--- config.mk ---
export PLATFORM = sky130hd
export DESIGN_NAME = power_state_indicators_and_gpio_header
export DESIGN_NICKNAME = d
export VERILOG_FILES = /design/src/include/gpio_hdr_pkg.sv /design/src/rtl/power_state_indicators_and_gpio_header.sv /design/src/rtl/pwr_indicators.sv /design/src/rtl/sync2.sv
export SDC_FILE = /design/constraint.sdc
export NUM_CORES = 1
export LEC_CHECK = 0
export BUFFER_PORTS_ARGS = -buffer_cell sky130_fd_sc_hd__buf_2
export CORE_ASPECT_RATIO = 1.25
export CORE_MARGIN = 2
export CORE_UTILIZATION = 53
export DETAILED_ROUTE_END_ITERATION = 8
export GPL_TIMING_DRIVEN = 0
export PLACE_DENSITY_LB_ADDON = 0.25
export SYNTH_ARGS = -nofsm -noshare
export SYNTH_HDL_FRONTEND = slang
export SYNTH_SLANG_ARGS = --single-unit
--- constraint.sdc ---
create_clock -name sys_clk -period 6.48 [get_ports sys_clk]
set_clock_uncertainty 0.2 [all_clocks]
set_input_delay 0.324 -clock sys_clk [delete_from_list [all_inputs] [get_ports sys_clk]]
set_output_delay 0.324 -clock sys_clk [all_outputs]
set_load 0.01 [all_outputs]
--- src/include/gpio_hdr_pkg.sv ---
package gpio_hdr_pkg;

  localparam int NUM_LINES = 18;

  // Register offsets
  localparam logic [3:0] OFS_CTRL = 4'h0;
  localparam logic [3:0] OFS_FUNC = 4'h1;
  localparam logic [3:0] OFS_OUT = 4'h2;
  localparam logic [3:0] OFS_DIR = 4'h3;
  localparam logic [3:0] OFS_IN = 4'h4;
  localparam logic [3:0] OFS_STATUS = 4'h5;
  localparam logic [3:0] OFS_MASK = 4'h6;
  localparam logic [3:0] OFS_PWR = 4'h7;

  // Control field positions
  localparam int CTRL_XLAT_EN_BIT = 0;

  // Status and mask field positions
  localparam int ST_CASE_OPEN_BIT = 0;
  localparam int ST_PWR_CHG_BIT = 1;
  localparam int ST_WIDTH = 2;

  // Reset values
  localparam logic [17:0] FUNC_RST = 18'h00000;
  localparam logic [17:0] OUT_RST = 18'h00000;
  localparam logic [17:0] DIR_RST = 18'h00000;
  localparam logic CTRL_XLAT_RST = 1'b0;
  localparam logic [1:0] ST_RST = 2'h0;
  localparam logic [1:0] MASK_RST = 2'h0;

  // Keyboard alternate map boundaries
  localparam int KB_COL_LAST_LINE = 6;
  localparam int KB_ROW_A_LAST_LINE = 12;
  localparam int KB_COL_BASE = 1;
  localparam int KB_ROW_A_BASE = 0;
  localparam int KB_ROW_B_BASE = 9;
  localparam int KB_COLS = 8;
  localparam int KB_ROWS = 14;

  typedef enum logic [1:0] {
    PWR_ACTIVE = 2'h0,
    PWR_SUSPEND = 2'h1,
    PWR_DEEP_SLEEP = 2'h2
  } pwr_state_t;

  typedef struct packed {
    logic core_rail;
    logic cpu_rail;
    logic deep_sleep;
  } indicators_t;

  typedef struct packed {
    logic [3:0] addr;
    logic [31:0] wdata;
    logic wr;
    logic rd;
  } reg_req_t;

  typedef struct packed {
    logic [17:0] o;
    logic [17:0] oe;
  } line_drive_t;

endpackage : gpio_hdr_pkg

--- src/rtl/power_state_indicators_and_gpio_header.sv ---
`timescale 1ns/1ps
// What this block does
// - Core-rail indicator high while core rail enabled
// - CPU-rail indicator high while CPU rail enabled
// - Deep-sleep indicator high in deep sleep
// - Indicators follow active, suspend, deep-sleep table
// - Case-open input reported to software
// - One translator enable gates all lines
// - Each line selectable plain or alternate
// - Lines map to keyboard columns and rows
module power_state_indicators_and_gpio_header (
  input wire logic sys_clk,
  input wire logic rst,
  input wire logic [3:0] reg_addr,
  input wire logic [31:0] reg_wdata,
  input wire logic reg_wr,
  input wire logic reg_rd,
  output logic [31:0] reg_rdata,
  output logic irq,
  input wire gpio_hdr_pkg::pwr_state_t pwr_state,
  output logic core_rail_indicator,
  output logic cpu_rail_indicator,
  output logic deep_sleep_indicator,
  input wire logic case_open_n,
  output logic translator_enable,
  input wire logic [17:0] general_line_i,
  output logic [17:0] general_line_o,
  output logic [17:0] general_line_oe,
  input wire logic [7:0] kb_col_o,
  input wire logic [7:0] kb_col_oe,
  output logic [7:0] kb_col_i,
  input wire logic [13:0] kb_row_o,
  input wire logic [13:0] kb_row_oe,
  output logic [13:0] kb_row_i
);

  ////////////////////////////////////////////////////////////////
  gpio_hdr_pkg::reg_req_t req;
  gpio_hdr_pkg::indicators_t ind;
  gpio_hdr_pkg::line_drive_t drv;
  logic pwr_changed;
  logic [18:0] pins_sync;
  logic case_open_s;
  logic case_open_d_r;
  logic case_open_rise;
  logic [17:0] line_in_s;

  logic xlat_en_r;
  logic [17:0] func_r;
  logic [17:0] out_r;
  logic [17:0] dir_r;
  logic [1:0] status_r;
  logic [1:0] status_nxt;
  logic [1:0] mask_r;
  logic [1:0] events;

  assign req = '{addr: reg_addr, wdata: reg_wdata, wr: reg_wr, rd: reg_rd};

  ////////////////////////////////////////////////////////////////
  pwr_indicators u_pwr (
    .sys_clk(sys_clk),
    .rst(rst),
    .pwr_state(pwr_state),
    .ind(ind),
    .changed(pwr_changed)
  );

  assign core_rail_indicator = ind.core_rail;
  assign cpu_rail_indicator = ind.cpu_rail;
  assign deep_sleep_indicator = ind.deep_sleep;

  ////////////////////////////////////////////////////////////////
  sync2 #(.W(19)) u_sync (
    .sys_clk(sys_clk),
    .rst(rst),
    .d({~case_open_n, general_line_i}),
    .q(pins_sync)
  );

  assign case_open_s = pins_sync[18];
  assign line_in_s = pins_sync[17:0];

  always_ff @(posedge sys_clk or posedge rst) begin
    if (rst) begin
      case_open_d_r <= 1'b0;
    end else begin
      case_open_d_r <= case_open_s;
    end
  end

  assign case_open_rise = case_open_s & ~case_open_d_r;

  ////////////////////////////////////////////////////////////////
  // Register write decode
  logic wr_ctrl;
  logic wr_func;
  logic wr_out;
  logic wr_dir;
  logic wr_status;
  logic wr_mask;

  assign wr_ctrl = req.wr && req.addr == gpio_hdr_pkg::OFS_CTRL;
  assign wr_func = req.wr && req.addr == gpio_hdr_pkg::OFS_FUNC;
  assign wr_out = req.wr && req.addr == gpio_hdr_pkg::OFS_OUT;
  assign wr_dir = req.wr && req.addr == gpio_hdr_pkg::OFS_DIR;
  assign wr_status = req.wr && req.addr == gpio_hdr_pkg::OFS_STATUS;
  assign wr_mask = req.wr && req.addr == gpio_hdr_pkg::OFS_MASK;

  always_ff @(posedge sys_clk or posedge rst) begin
    if (rst) begin
      xlat_en_r <= gpio_hdr_pkg::CTRL_XLAT_RST;
      func_r <= gpio_hdr_pkg::FUNC_RST;
      out_r <= gpio_hdr_pkg::OUT_RST;
      dir_r <= gpio_hdr_pkg::DIR_RST;
      mask_r <= gpio_hdr_pkg::MASK_RST;
    end else begin
      if (wr_ctrl) begin
        xlat_en_r <= req.wdata[gpio_hdr_pkg::CTRL_XLAT_EN_BIT];
      end
      if (wr_func) begin
        func_r <= req.wdata[17:0];
      end
      if (wr_out) begin
        out_r <= req.wdata[17:0];
      end
      if (wr_dir) begin
        dir_r <= req.wdata[17:0];
      end
      if (wr_mask) begin
        mask_r <= req.wdata[1:0];
      end
    end
  end

  ////////////////////////////////////////////////////////////////
  // Sticky events, set wins over write-one-clear
  assign events[gpio_hdr_pkg::ST_CASE_OPEN_BIT] = case_open_rise;
  assign events[gpio_hdr_pkg::ST_PWR_CHG_BIT] = pwr_changed;
  assign status_nxt = (status_r & ~(wr_status ? req.wdata[1:0] : 2'h0)) | events;

  always_ff @(posedge sys_clk or posedge rst) begin
    if (rst) begin
      status_r <= gpio_hdr_pkg::ST_RST;
    end else begin
      status_r <= status_nxt;
    end
  end

  assign irq = |(status_r & mask_r);

  ////////////////////////////////////////////////////////////////
  // Per-line function mux to keyboard matrix
  logic [17:0] alt_o;
  logic [17:0] alt_oe;

  genvar gi;
  generate
    for (gi = 0; gi < gpio_hdr_pkg::NUM_LINES; gi++) begin : g_line
      if (gi <= gpio_hdr_pkg::KB_COL_LAST_LINE) begin : g_col
        localparam int C = gi + gpio_hdr_pkg::KB_COL_BASE;
        assign alt_o[gi] = kb_col_o[C];
        assign alt_oe[gi] = kb_col_oe[C];
        assign kb_col_i[C] = func_r[gi] ? line_in_s[gi] : 1'b1;
      end else if (gi <= gpio_hdr_pkg::KB_ROW_A_LAST_LINE) begin : g_row_a
        localparam int R = gi - gpio_hdr_pkg::KB_COL_LAST_LINE - 1 + gpio_hdr_pkg::KB_ROW_A_BASE;
        assign alt_o[gi] = kb_row_o[R];
        assign alt_oe[gi] = kb_row_oe[R];
        assign kb_row_i[R] = func_r[gi] ? line_in_s[gi] : 1'b1;
      end else begin : g_row_b
        localparam int R = gi - gpio_hdr_pkg::KB_ROW_A_LAST_LINE - 1 + gpio_hdr_pkg::KB_ROW_B_BASE;
        assign alt_o[gi] = kb_row_o[R];
        assign alt_oe[gi] = kb_row_oe[R];
        assign kb_row_i[R] = func_r[gi] ? line_in_s[gi] : 1'b1;
      end
    end
  endgenerate

  // Unmapped matrix positions read idle high
  assign kb_col_i[0] = 1'b1;
  assign kb_row_i[8:6] = 3'h7;

  assign drv.o = (func_r & alt_o) | (~func_r & out_r);
  assign drv.oe = (func_r & alt_oe) | (~func_r & dir_r);

  // Translator enable gates every line buffer
  assign translator_enable = xlat_en_r;
  assign general_line_o = drv.o;
  assign general_line_oe = xlat_en_r ? drv.oe : 18'h00000;

  ////////////////////////////////////////////////////////////////
  logic [31:0] rd_mux;

  assign rd_mux =
    (req.addr == gpio_hdr_pkg::OFS_CTRL) ? {31'h0, xlat_en_r} :
    (req.addr == gpio_hdr_pkg::OFS_FUNC) ? {14'h0, func_r} :
    (req.addr == gpio_hdr_pkg::OFS_OUT) ? {14'h0, out_r} :
    (req.addr == gpio_hdr_pkg::OFS_DIR) ? {14'h0, dir_r} :
    (req.addr == gpio_hdr_pkg::OFS_IN) ? {14'h0, line_in_s} :
    (req.addr == gpio_hdr_pkg::OFS_STATUS) ? {29'h0, case_open_s, status_r} :
    (req.addr == gpio_hdr_pkg::OFS_MASK) ? {30'h0, mask_r} :
    (req.addr == gpio_hdr_pkg::OFS_PWR) ? {29'h0, ind} :
    32'h00000000;

  always_ff @(posedge sys_clk or posedge rst) begin
    if (rst) begin
      reg_rdata <= 32'h00000000;
    end else begin
      reg_rdata <= req.rd ? rd_mux : 32'h00000000;
    end
  end
endmodule : power_state_indicators_and_gpio_header

--- src/rtl/pwr_indicators.sv ---
`timescale 1ns/1ps
module pwr_indicators (
  input wire logic sys_clk,
  input wire logic rst,
  input wire gpio_hdr_pkg::pwr_state_t pwr_state,
  output gpio_hdr_pkg::indicators_t ind,
  output logic changed
);
  gpio_hdr_pkg::indicators_t ind_nxt;

  always_comb begin
    ind_nxt = '0;
    case (pwr_state)
      gpio_hdr_pkg::PWR_ACTIVE: begin
        ind_nxt.core_rail = 1'b1;
        ind_nxt.cpu_rail = 1'b1;
      end
      gpio_hdr_pkg::PWR_SUSPEND: begin
        ind_nxt.core_rail = 1'b1;
      end
      gpio_hdr_pkg::PWR_DEEP_SLEEP: begin
        ind_nxt.deep_sleep = 1'b1;
      end
      default: begin
        ind_nxt = '0;
      end
    endcase
  end

  // Registered indicator outputs
  always_ff @(posedge sys_clk or posedge rst) begin
    if (rst) begin
      ind <= '0;
    end else begin
      ind <= ind_nxt;
    end
  end

  assign changed = (ind_nxt != ind);
endmodule : pwr_indicators

--- src/rtl/sync2.sv ---
`timescale 1ns/1ps
module sync2 #(
  parameter int W = 1
) (
  input wire logic sys_clk,
  input wire logic rst,
  input wire logic [W-1:0] d,
  output logic [W-1:0] q
);
  logic [W-1:0] meta_r;

  always_ff @(posedge sys_clk or posedge rst) begin
    if (rst) begin
      meta_r <= '0;
      q <= '0;
    end else begin
      meta_r <= d;
      q <= meta_r;
    end
  end
endmodule : sync2
==> metrics, run 1 <==
ys flop type dfrtp_1; CTS tree built; RSZ-0062 raised after global routing no; Final #Nets around 760; CP Class reg2out; Clock Tree Buf Depth 2; final worst slack 3.86 ns; Seq/Total Area, Yosys 55.0%; Post-Synth Simple-Gate Area 12.0%; setup tns final 0 ns; routed vias between 4000 and 5000; switching share of power 25.4%; total CTS buffers 17; Rel. slew slack 49.3%; main combinational cell family by area after synthesis multiplexers; share of the clock period used by the worst path 40.5%; number of synthesized flops with an enable pin 0; internal power 1.82 mW; remaining global-route overflow 0; diode count 0; count of input and output buffers 158; Layout area overhead 39.4%; CP top delay family buffers and inverters; fraction of layout cells with a size suffix above 1 42.9%; DP HPWL approximately 9700 µm; average vias per placed instance 5.37; Post-CTS Setup Inserts 0; Gate Count Post-Synth 420; Max IR drop VDD 212 µV; pwr/cell area 323 nW/µm²; syn_area_per_cell roughly 13 µm²; Placed Cells incl. Taps 724; switching pwr approximately 620 µW; highest-delay cell along the critical path clkbuf_1; worst-path maximum fanout 10; Flop pwr share between 30% and 40%; Critical Path Sink Type primary output; clock power share 42.8%; Synth Area in Adders 0%; xor and xnor fraction of the mapped netlist area 0.162%; clk slew on worst S/H paths around 0.050 ns; pin count of the biggest net entering global routing 62; Die Ht 117 µm; DRT iter0 DRCs 193; Antenna Nets Post-Route 0; Yosys cell types 44; final hold violation count 0; Post-Place Setup Slack 4.24 ns; Final setup viols 0; total chip power 2.44 mW; Pre-antenna DRT Iters 4; outcome finished, final reports clean; critical path, cell by cell clkbuf_1 -> clkbuf_1 -> nor2b_1 -> buf_2; worst min path class reg2reg; Peak Freq between 0.3 and 0.4 GHz; # H-tree levels 4; max-cap viol count 0; Ys Warns 0; post-DR wirelength/cell 18.5 µm; fin. max-slew vios 0; Post-Syn Area 5420 µm²; Root Buffer clkbuf_16; vias in the first global route approximately 4500; DRC viols 0; Async S/R FF share, synth 100%; initial core utilization 54.1%; Core Area 10000 µm²; Top Ports 200; number of synthesized register bits roughly 120; antenna violations before repair 0; Layout Cells excl Fill 798; Die ar. approximately 11000 µm²; leak pwr 3.67 nW; slew at the pin closest to its max-slew limit 0.752 ns; Buf/Inv on CP 3; drt total wl 14800 µm; CP most frequent cell clkbuf_1; post-synthesis mux area share 20.7%; # rows between 40 and 50; critical path required time ~6.0 ns; CTS Sinks 119; routability congestion estimate 0.852; first-pass GRT wire length 22200 µm; worst stage delay on the critical path 0.51 ns; Synth Area in Compound Gates 6.77%; Horiz. Die Dim 94.4 µm; CP Data Arrival Time 2.10 ns; clk_lat worst skew approximately 0.41 ns; crit start category flop; Comb power frac 18.3%; all-layer global routing usage 27.4%; Final min period 2.62 ns
[cells in the mapped netlist (all sizes together) (2+ instances only)]
master / number / area share (%)
nor2b: 20 / 2.3
a32oi: 2 / 0.32
conb: 2 / 0.14
nand2: 7 / 0.53
inv: 5 / 0.35
nand2b: 20 / 2.3
nor2: 20 / 1.5
dfrtp: 119 / 55
a22oi: 14 / 1.9
nand3: 17 / 2.0
mux2: 76 / 16
buf: 34 / 4.6
mux2i: 22 / 4.1
o211a: 15 / 2.8
a21oi: 3 / 0.28
nor3: 16 / 1.5
clkbuf: 5 / 0.35
a22o: 2 / 0.32
mux4: 2 / 0.83
nor3b: 2 / 0.49
[state kept, by name (all words and copies together), names as in the netlist, 2 cells and up]
signal         flops
u_sync.meta_r     19
u_sync.q          19
dir_r             18
func_r            18
out_r             18
reg_rdata         18
u_pwr.ind          3
mask_r             2
status_r           2
[worst paths after layout]
kind | start | to | slack [ns] | depth (start not counted)
min in group asynchronous | rst | u_sync.meta_r[1] | 0.32 | 3
hold reg to reg | u_sync.meta_r[9] | u_sync.q[9] | 0.14 | 0
hold / removal | u_sync.meta_r[9] | u_sync.q[9] | 0.14 | 0
max in group asynchronous | rst | dir_r[3] | 5.09 | 4
setup / recovery | translator_enable | general_line_oe[14] | 3.86 | 4
setup reg to reg | out_r[16] | reg_rdata[16] | 4.95 | 4
[power by group through the flow]
stage               registers [mW]  clock network, mW  logic [mW]
floorplan                    0.927                  0       0.276
detailed placement           0.958                  0       0.423
global placement             0.952                  0       0.408
global route                 0.960               1.09       0.487
CTS                          0.947               1.06       0.448
finish                       0.949               1.05       0.447
[stage by stage]
step	instance area, µm²	hold slack (ns)	util, %
finish	7550	0.141	75.5
global route	7550	0.153	75.5
CTS	7550	0.146	75.5
detailed placement	6460	0.135	64.6
global placement	6430	0.133	64.3
floorplan	5480	0.131	-
[routing by layer]
layer  wire (µm)  global-route usage, %
met1        5570                   30.1
met2        7750                   48.7
met3        1090                   8.19
met4         337                   12.5
met5           0                      0
[cell usage in the layout, fill, tap and decap left out, types with 5 or more instances in the layout]
| cell type | n |
|---|---|
| o211a_1 | 15 |
| mux2_1 | 22 |
| mux2_2 | 54 |
| buf_4 | 23 |
| nor2b_1 | 20 |
| a22oi_1 | 14 |
| dfrtp_1 | 119 |
| bufinv_16 | 5 |
| dlygate4sd3_1 | 42 |
| buf_2 | 166 |
| mux2i_1 | 22 |
| nor3_1 | 16 |
| nand2_1 | 6 |
| clkbuf_16 | 17 |
| nand3_1 | 15 |
| conb_1 | 18 |
| nand2b_1 | 20 |
| clkbuf_8 | 5 |
| clkbuf_1 | 7 |
| nor2_1 | 19 |
[kinds of logic after synthesis]
logic type	after synthesis
flip-flops	119
AO/OA/AOI/OAI	43
buffers and inverters	44
XOR/XNOR	1
other	2
AND/OR/NAND/NOR	111
multiplexers	100
[worst register-to-register path, stage by stage (launching register included)]
cell and delay [ns]:
dfrtp_1 0.41, or3b_2 0.47, a21oi_1 0.14, or3_1 0.11, a21oi_1 0.07
[area by class of cell]
cell class | count | area (µm²)
Sequential cell | 119 | 2980
Clock inverter | 8 | 165
Multi-Input combinational cell | 273 | 2210
Inverter | 5 | 23.8
Fill cell | 704 | 2450
Tap cell | 129 | 161
Clock buffer | 24 | 502
Timing Repair Buffer | 201 | 1240
Buffer | 39 | 265
[what timing repair did]
item | in CTS | in global routing
hold buffers | 42 | 0
endpoints found under the setup margin | 0 | 0
resized for setup | 0 | 0
endpoints found under the hold margin | 136 | 0
(Power assumes the default switching activity.)
==> inputs of run 2 (changes only) <==
Settings changed: ABC_AREA set to 1, CORE_UTILIZATION 53 to 49.
Clock period 6.48 ns to 2.7 ns, I/O delays scaled along.
==> metrics, run 2 <==
Register Area 2980 µm² (unchanged); Regs by FF count u_sync.meta_r: 19 flops, u_sync.q: 19 flops; Root Buffer clkbuf_16; leak pwr 3.92 nW (+6.9%); crit start category flop; Die ar. 11700 µm² (+5.5%); slew at the pin closest to its max-slew limit 0.530 ns (-0.221 ns); Area contributors post-synth dfrtp_1 (56%), nand2_1 (8.7%), o21ai_0 (6.7%); Final min period a little over 2 ns; R2R Setup Slk 1.33 ns (-3.62 ns); Critical Path Sink Type primary output; CP Data Arrival Time 1.72 ns (-0.38 ns); outcome finished, final reports clean; area post-placement 6380 µm² (-1.3%); Post-CTS Setup Inserts 0 (unchanged); post-DR wirelength/cell 14.9 µm (-20%); total CTS buffers 17 (unchanged); Post-Syn Area 5290 µm² (-2.3%); Ys Warns 0 (unchanged); routed vias 4882 (+14%); Final setup viols 0 (unchanged); pwr/cell area 700 nW/µm² (+120%); Post-synth top cells nand2_1 (123), dfrtp_1 (119), inv_1 (81); number of synthesized register bits 119 (unchanged); RSZ-0062 raised after global routing no; area of the multi-input gates 1780 µm² (-19%); drt total wl 14600 µm (-0.88%); average vias per placed instance 4.96 (-7.7%); reg2reg path depth 5 (+1); Final #Nets 947 (+24%); worst-path maximum fanout 10 (unchanged); post_cts resized 0 (unchanged); initial core utilization 50.1% (-4.0 points); fin. max-slew vios 0 (unchanged); Hold Path Sink mask_r[1]; syn_area_per_cell 8.82 µm² (-32%); final hold violation count 0 (unchanged); critical path required time 2.37 ns (-3.59 ns); Max IR drop VDD 473 µV (+120%); CP Class reg2out; Antenna Nets Post-Route 0 (unchanged); count of input and output buffers 158 (unchanged); Hold Buf Count CTS 46 (+9.5%); Pre-antenna DRT Iters 4 (unchanged); post-synth top area share 56.3% (+1.3 points); remaining global-route overflow 0 (unchanged); max-cap viol count 0 (unchanged); Core Area 10600 µm² (+5.6%); commonest non-fill, non-tap cell in the layout buf_2; Clock Tree Buf Depth 2 (unchanged); fraction of layout cells with a size suffix above 1 30.6% (-12 points); Rel. slew slack 64.7% (+15 points); pin count of the biggest net entering global routing 44 (-29%); reg2reg start translator_enable; DP HPWL 10200 µm (+5.4%); Seq/Total Area, Yosys 56.3% (+1.3 points); worst min path class in2reg; Horiz. Die Dim 97.0 µm (+2.7%); # fillers 828 (+18%); Layout Cell Area excl Fill 7370 µm² (-2.4%); # rows 42 (+2.4%); # H-tree levels 4 (unchanged); share of the clock period used by the worst path 76.2%; clk slew on worst S/H paths 0.05 ns (about the same); setup tns final 0 ns (unchanged); R2R Path End reg_rdata[0]; number of synthesized flops with an enable pin 0 (unchanged); vias in the first global route 5084 (+13%); CTS Sinks 119 (unchanged); Gate Count Post-Synth 600 (+43%); first-pass GRT wire length 23800 µm (+7.1%); Layout area overhead 39.2%; Async S/R FF share, synth 100% (unchanged); DRT iter0 DRCs 237 (+23%); Top Ports 200 (unchanged); Hold Path Cell Cnt 4 (+4); Peak Freq 0.486 GHz; most frequent cell after synthesis nand2_1; routability congestion estimate 0.917 (+7.6%); DRC viols 0 (unchanged); Die Ht 120 µm (+2.7%); most frequent cells in the layout buf_2 (167), nand2_1 (123), dfrtp_1 (119), inv_1 (80), o21ai_0 (71); ys flop type dfrtp_1; min-delay src reg_addr[3]; post-synth top area cell dfrtp_1; Hold WS 0.0216 ns (-0.119 ns); clk_lat worst skew 0.40 ns (about the same); Yosys cell types 29 (-34%); antenna violations before repair 0 (unchanged); all-layer global routing usage 25.7% (-1.6 points); CTS tree built; diode count 0 (unchanged)
## run 2: changes by cell type in the layout (fill, tap and decap cells not counted), moves of 22 or more
cell,change
mux2_2,-52
o21ai_0,+70
mux2i_1,-22
mux2_1,-22
o21ai_1,+49
inv_1,+76
nand2_1,+117
## run 2: final cells by class
type / count / area share [%]
Inverter: 89 / 4.64
Clock inverter: 3 / 0.238
Sequential cell: 119 / 40.4
Multi-Input combinational cell: 372 / 24.2
Timing Repair Buffer: 207 / 17.9
Clock buffer: 26 / 6.91
Tap cell: 132 / 2.24
Buffer: 36 / 3.43
## run 2: layer usage
metal | track usage, % | vias to the layer above | wire length, µm | part of all wire (%)
li1 | - | 2354 | - | -
met1 | 30.0 | 2291 | 5870 | 40
met2 | 44.7 | 207 | 7450 | 51
met3 | 6.59 | 30 | 938 | 6.4
met4 | 11.5 | 0 | 363 | 2.5
met5 | 0 | - | 0 | 0
## run 2: worst max path at each step
stage	to	depth (start not counted)	startpoint
global route	general_line_oe[5]	4	translator_enable
floorplan	case_open_d_r	1	rst
finish	general_line_oe[1]	4	translator_enable
detailed placement	func_r[0]	9	reg_addr[0]
global placement	u_sync.meta_r[15]	2	rst
CTS	general_line_oe[8]	4	translator_enable
## run 2: cell families (layout without fill, tap and decap cells)
logic type	Yosys count	after routing	synth area share, %
buffers and inverters	125	361	11.2
and+or+nand+nor	187	187	14.7
AOI/OAI and AO/OA	162	162	16.8
muxes	2	2	0.426
DFF	119	119	56.3
xor gates and xnor gates	3	3	0.497
other	2	18	0.142
## run 2: power breakdown
part           total [mW]  internal, mW  switching (mW)
clock                1.99          1.27           0.716
sequential           2.19          2.00           0.190
combinational       0.971         0.422           0.550
total                5.16          3.70            1.46
## run 2: critical path, cell delays in order (launching register included)
cell and delay [ns]:
dfrtp_1 0.36, clkbuf_1 0.41, o21ai_0 0.26, nor2_1 0.14
buf_2 0.14
## run 2: per-stage QoR
step           setup WS [ns]  power, mW  instances  utilization (%)
2_1_floorplan          0.910       2.73        616                -
3_3_place_gp           0.239       3.08        906             59.8
3_5_place_dp            1.04       3.13        909             60.4
4_1_cts                0.672       5.18        984             69.7
5_1_grt                0.480       5.41        984             69.7
6_report               0.642       5.16        984             69.7
==> inputs of run 3 (changes only) <==
Settings changed: CORE_UTILIZATION 49 to 44.
Clock period 2.7 ns to 1.85 ns, I/O delays scaled along.
==> metrics, run 3 (same netlist as run 2, synthesis figures left out) <==
outcome finished, final reports clean; GR Layer Usage met1 29.6% (-0.46 points); initial core utilization 45.3% (-4.8 points); Layout area overhead 42.7%; critical path required time 1.94 ns (-0.43 ns); max-cap viol count 0 (unchanged); fin. max-slew vios 0 (unchanged); final hold violation count 0 (unchanged); Post-CTS Setup Inserts 0 (unchanged); R2R Setup Slk 0.59 ns (-0.74 ns); DRT iter0 DRCs 231 (-2.5%); Pre-antenna DRT Iters 5 (+1); Max IR drop VDD 588 µV (+24%); clk_lat worst skew 0.40 ns (about the same); Core Area 11700 µm² (+10%); Regs by FF count u_sync.meta_r: 19 flops, u_sync.q: 19 flops; Clock Tree Buf Depth 2 (unchanged); remaining global-route overflow 0 (unchanged); CP Class in2reg; M2 GR Usage 44.1% (-0.63 points); total CTS buffers 17 (unchanged); all-layer global routing usage 24.9% (-0.77 points); pwr/cell area 1090 nW/µm² (+56%); Final setup viols 0 (unchanged); area post-placement 6410 µm² (+0.45%); Top Ports 200 (unchanged); Layout Cell Area excl Fill 7550 µm² (+2.5%); post-DR wirelength/cell 15.3 µm (+3.1%); commonest non-fill, non-tap cell in the layout buf_2; Critical Path Sink Type flop; worst min path class in2async; CTS Sinks 119 (unchanged); Final min period 1.80 ns; Final #Nets 949 (+0.21%); # rows 44 (+4.8%); setup tns final 0 ns (unchanged); RSZ-0062 raised after global routing yes; routability congestion estimate 0.872 (-4.9%); Most Used Layer, Global Route met2; Root Buffer clkbuf_16; met3 usage 5.23% (-1.4 points); reg2reg path depth 4 (-1); crit start category input pin; DP HPWL 10600 µm (+3.4%); Horiz. Die Dim 102 µm (+5.3%); worst-path maximum fanout 10 (unchanged); Antenna Nets Post-Route 0 (unchanged); CTS tree built; fraction of layout cells with a size suffix above 1 31.4% (+0.79 points); first-pass GRT wire length 24500 µm (+2.8%); vias in the first global route 4929 (-3.0%); total chip power 8.27 mW (+60%); clk slew on worst S/H paths 0.05 ns (about the same); # H-tree levels 4 (unchanged); routed vias 4928 (+0.94%); antenna violations before repair 0 (unchanged); share of the clock period used by the worst path 97.4%; drt total wl 15600 µm (+6.5%); reg2reg start out_r[4]; Die Ht 127 µm (+5.3%); leak pwr 4.00 nW (+2.1%); DRC viols 0 (unchanged); average vias per placed instance 4.85 (-2.3%); CP Data Arrival Time 1.89 ns (+0.17 ns); Peak Freq 0.555 GHz; pin count of the biggest net entering global routing 44 (unchanged); R2R Path End reg_rdata[4]; diode count 0 (unchanged); count of input and output buffers 158 (unchanged); most frequent cells in the layout buf_2 (166), nand2_1 (123), dfrtp_1 (119), inv_1 (80), o21ai_0 (71); Die ar. 12900 µm² (+11%)
run 3: cell types whose count changed in the layout (fill, tap and decap cells not counted), sizes merged:
cell / delta
inv: +1
clkinvlp: -1
bufinv: +5
clkinv: +1
clkbuf: -4
dlygate4sd3: +2
run 3: layout make-up:
type / instances / area [µm²]
Tap cell: 161 / 201
Timing Repair Buffer: 209 / 1330
Multi-Input combinational cell: 372 / 1790
Buffer: 36 / 258
Sequential cell: 119 / 2980
Fill cell: 986 / 4120
Clock buffer: 22 / 484
Clock inverter: 9 / 170
Inverter: 89 / 343
run 3: how the worst max path moves through the flow:
| stage | from | endpoint | slack [ns] | depth (start not counted) |
|---|---|---|---|---|
| floorplan | rst | case_open_d_r | 0.10 | 1 |
| global placement | rst | u_sync.q[17] | -0.61 | 2 |
| detailed placement | reg_addr[2] | func_r[1] | 0.17 | 8 |
| CTS | reg_addr[2] | func_r[1] | 0.03 | 9 |
| global route | reg_addr[2] | out_r[3] | -0.05 | 9 |
| finish | reg_addr[2] | out_r[5] | 0.05 | 9 |
run 3: worst max-delay path, cell delays in order:
cell	delay [ns]
dlygate4sd3_1	0.54
buf_2	0.15
nor2_4	0.19
nand2_2	0.23
inv_2	0.12
nand2_2	0.14
buf_2	0.27
nand2_1	0.08
o21ai_1	0.07
run 3: per-stage QoR:
step	hold slack [ns]	std cells	setup slack, ns	utilization [%]
6_report	0.0254	1017	0.0478	64.7
5_1_grt	0.0540	1017	-0.0500	64.7
4_1_cts	0.0209	1017	0.0345	64.7
3_5_place_dp	-0.0964	938	0.173	54.9
3_3_place_gp	-0.0000787	935	-0.614	54.4
2_1_floorplan	-0.0761	616	0.102	-
run 3: timing repair:
action,4_1_cts,5_1_grt
endpoints found under the hold margin,134,0
gates cloned,0,0
hold buffers,48,0
resized for setup,2,4
setup endpoints to repair,17,38
run 3: routing by layer:
| metal | part of all wire [%] | routed length, µm | vias to the layer above |
|---|---|---|---|
| li1 | - | - | 2359 |
| met4 | 1.6 | 252 | 0 |
| met2 | 53 | 8240 | 205 |
| met3 | 6.0 | 930 | 21 |
| met5 | 0 | 0 | - |
| met1 | 40 | 6160 | 2343 |
run 3: report_power, final:
part           leakage [nW]  internal, mW  switching (mW)
sequential             1.48          2.92           0.277
clock                 0.326          2.52            1.12
combinational          2.20         0.620           0.816
total                  4.00          6.06            2.21
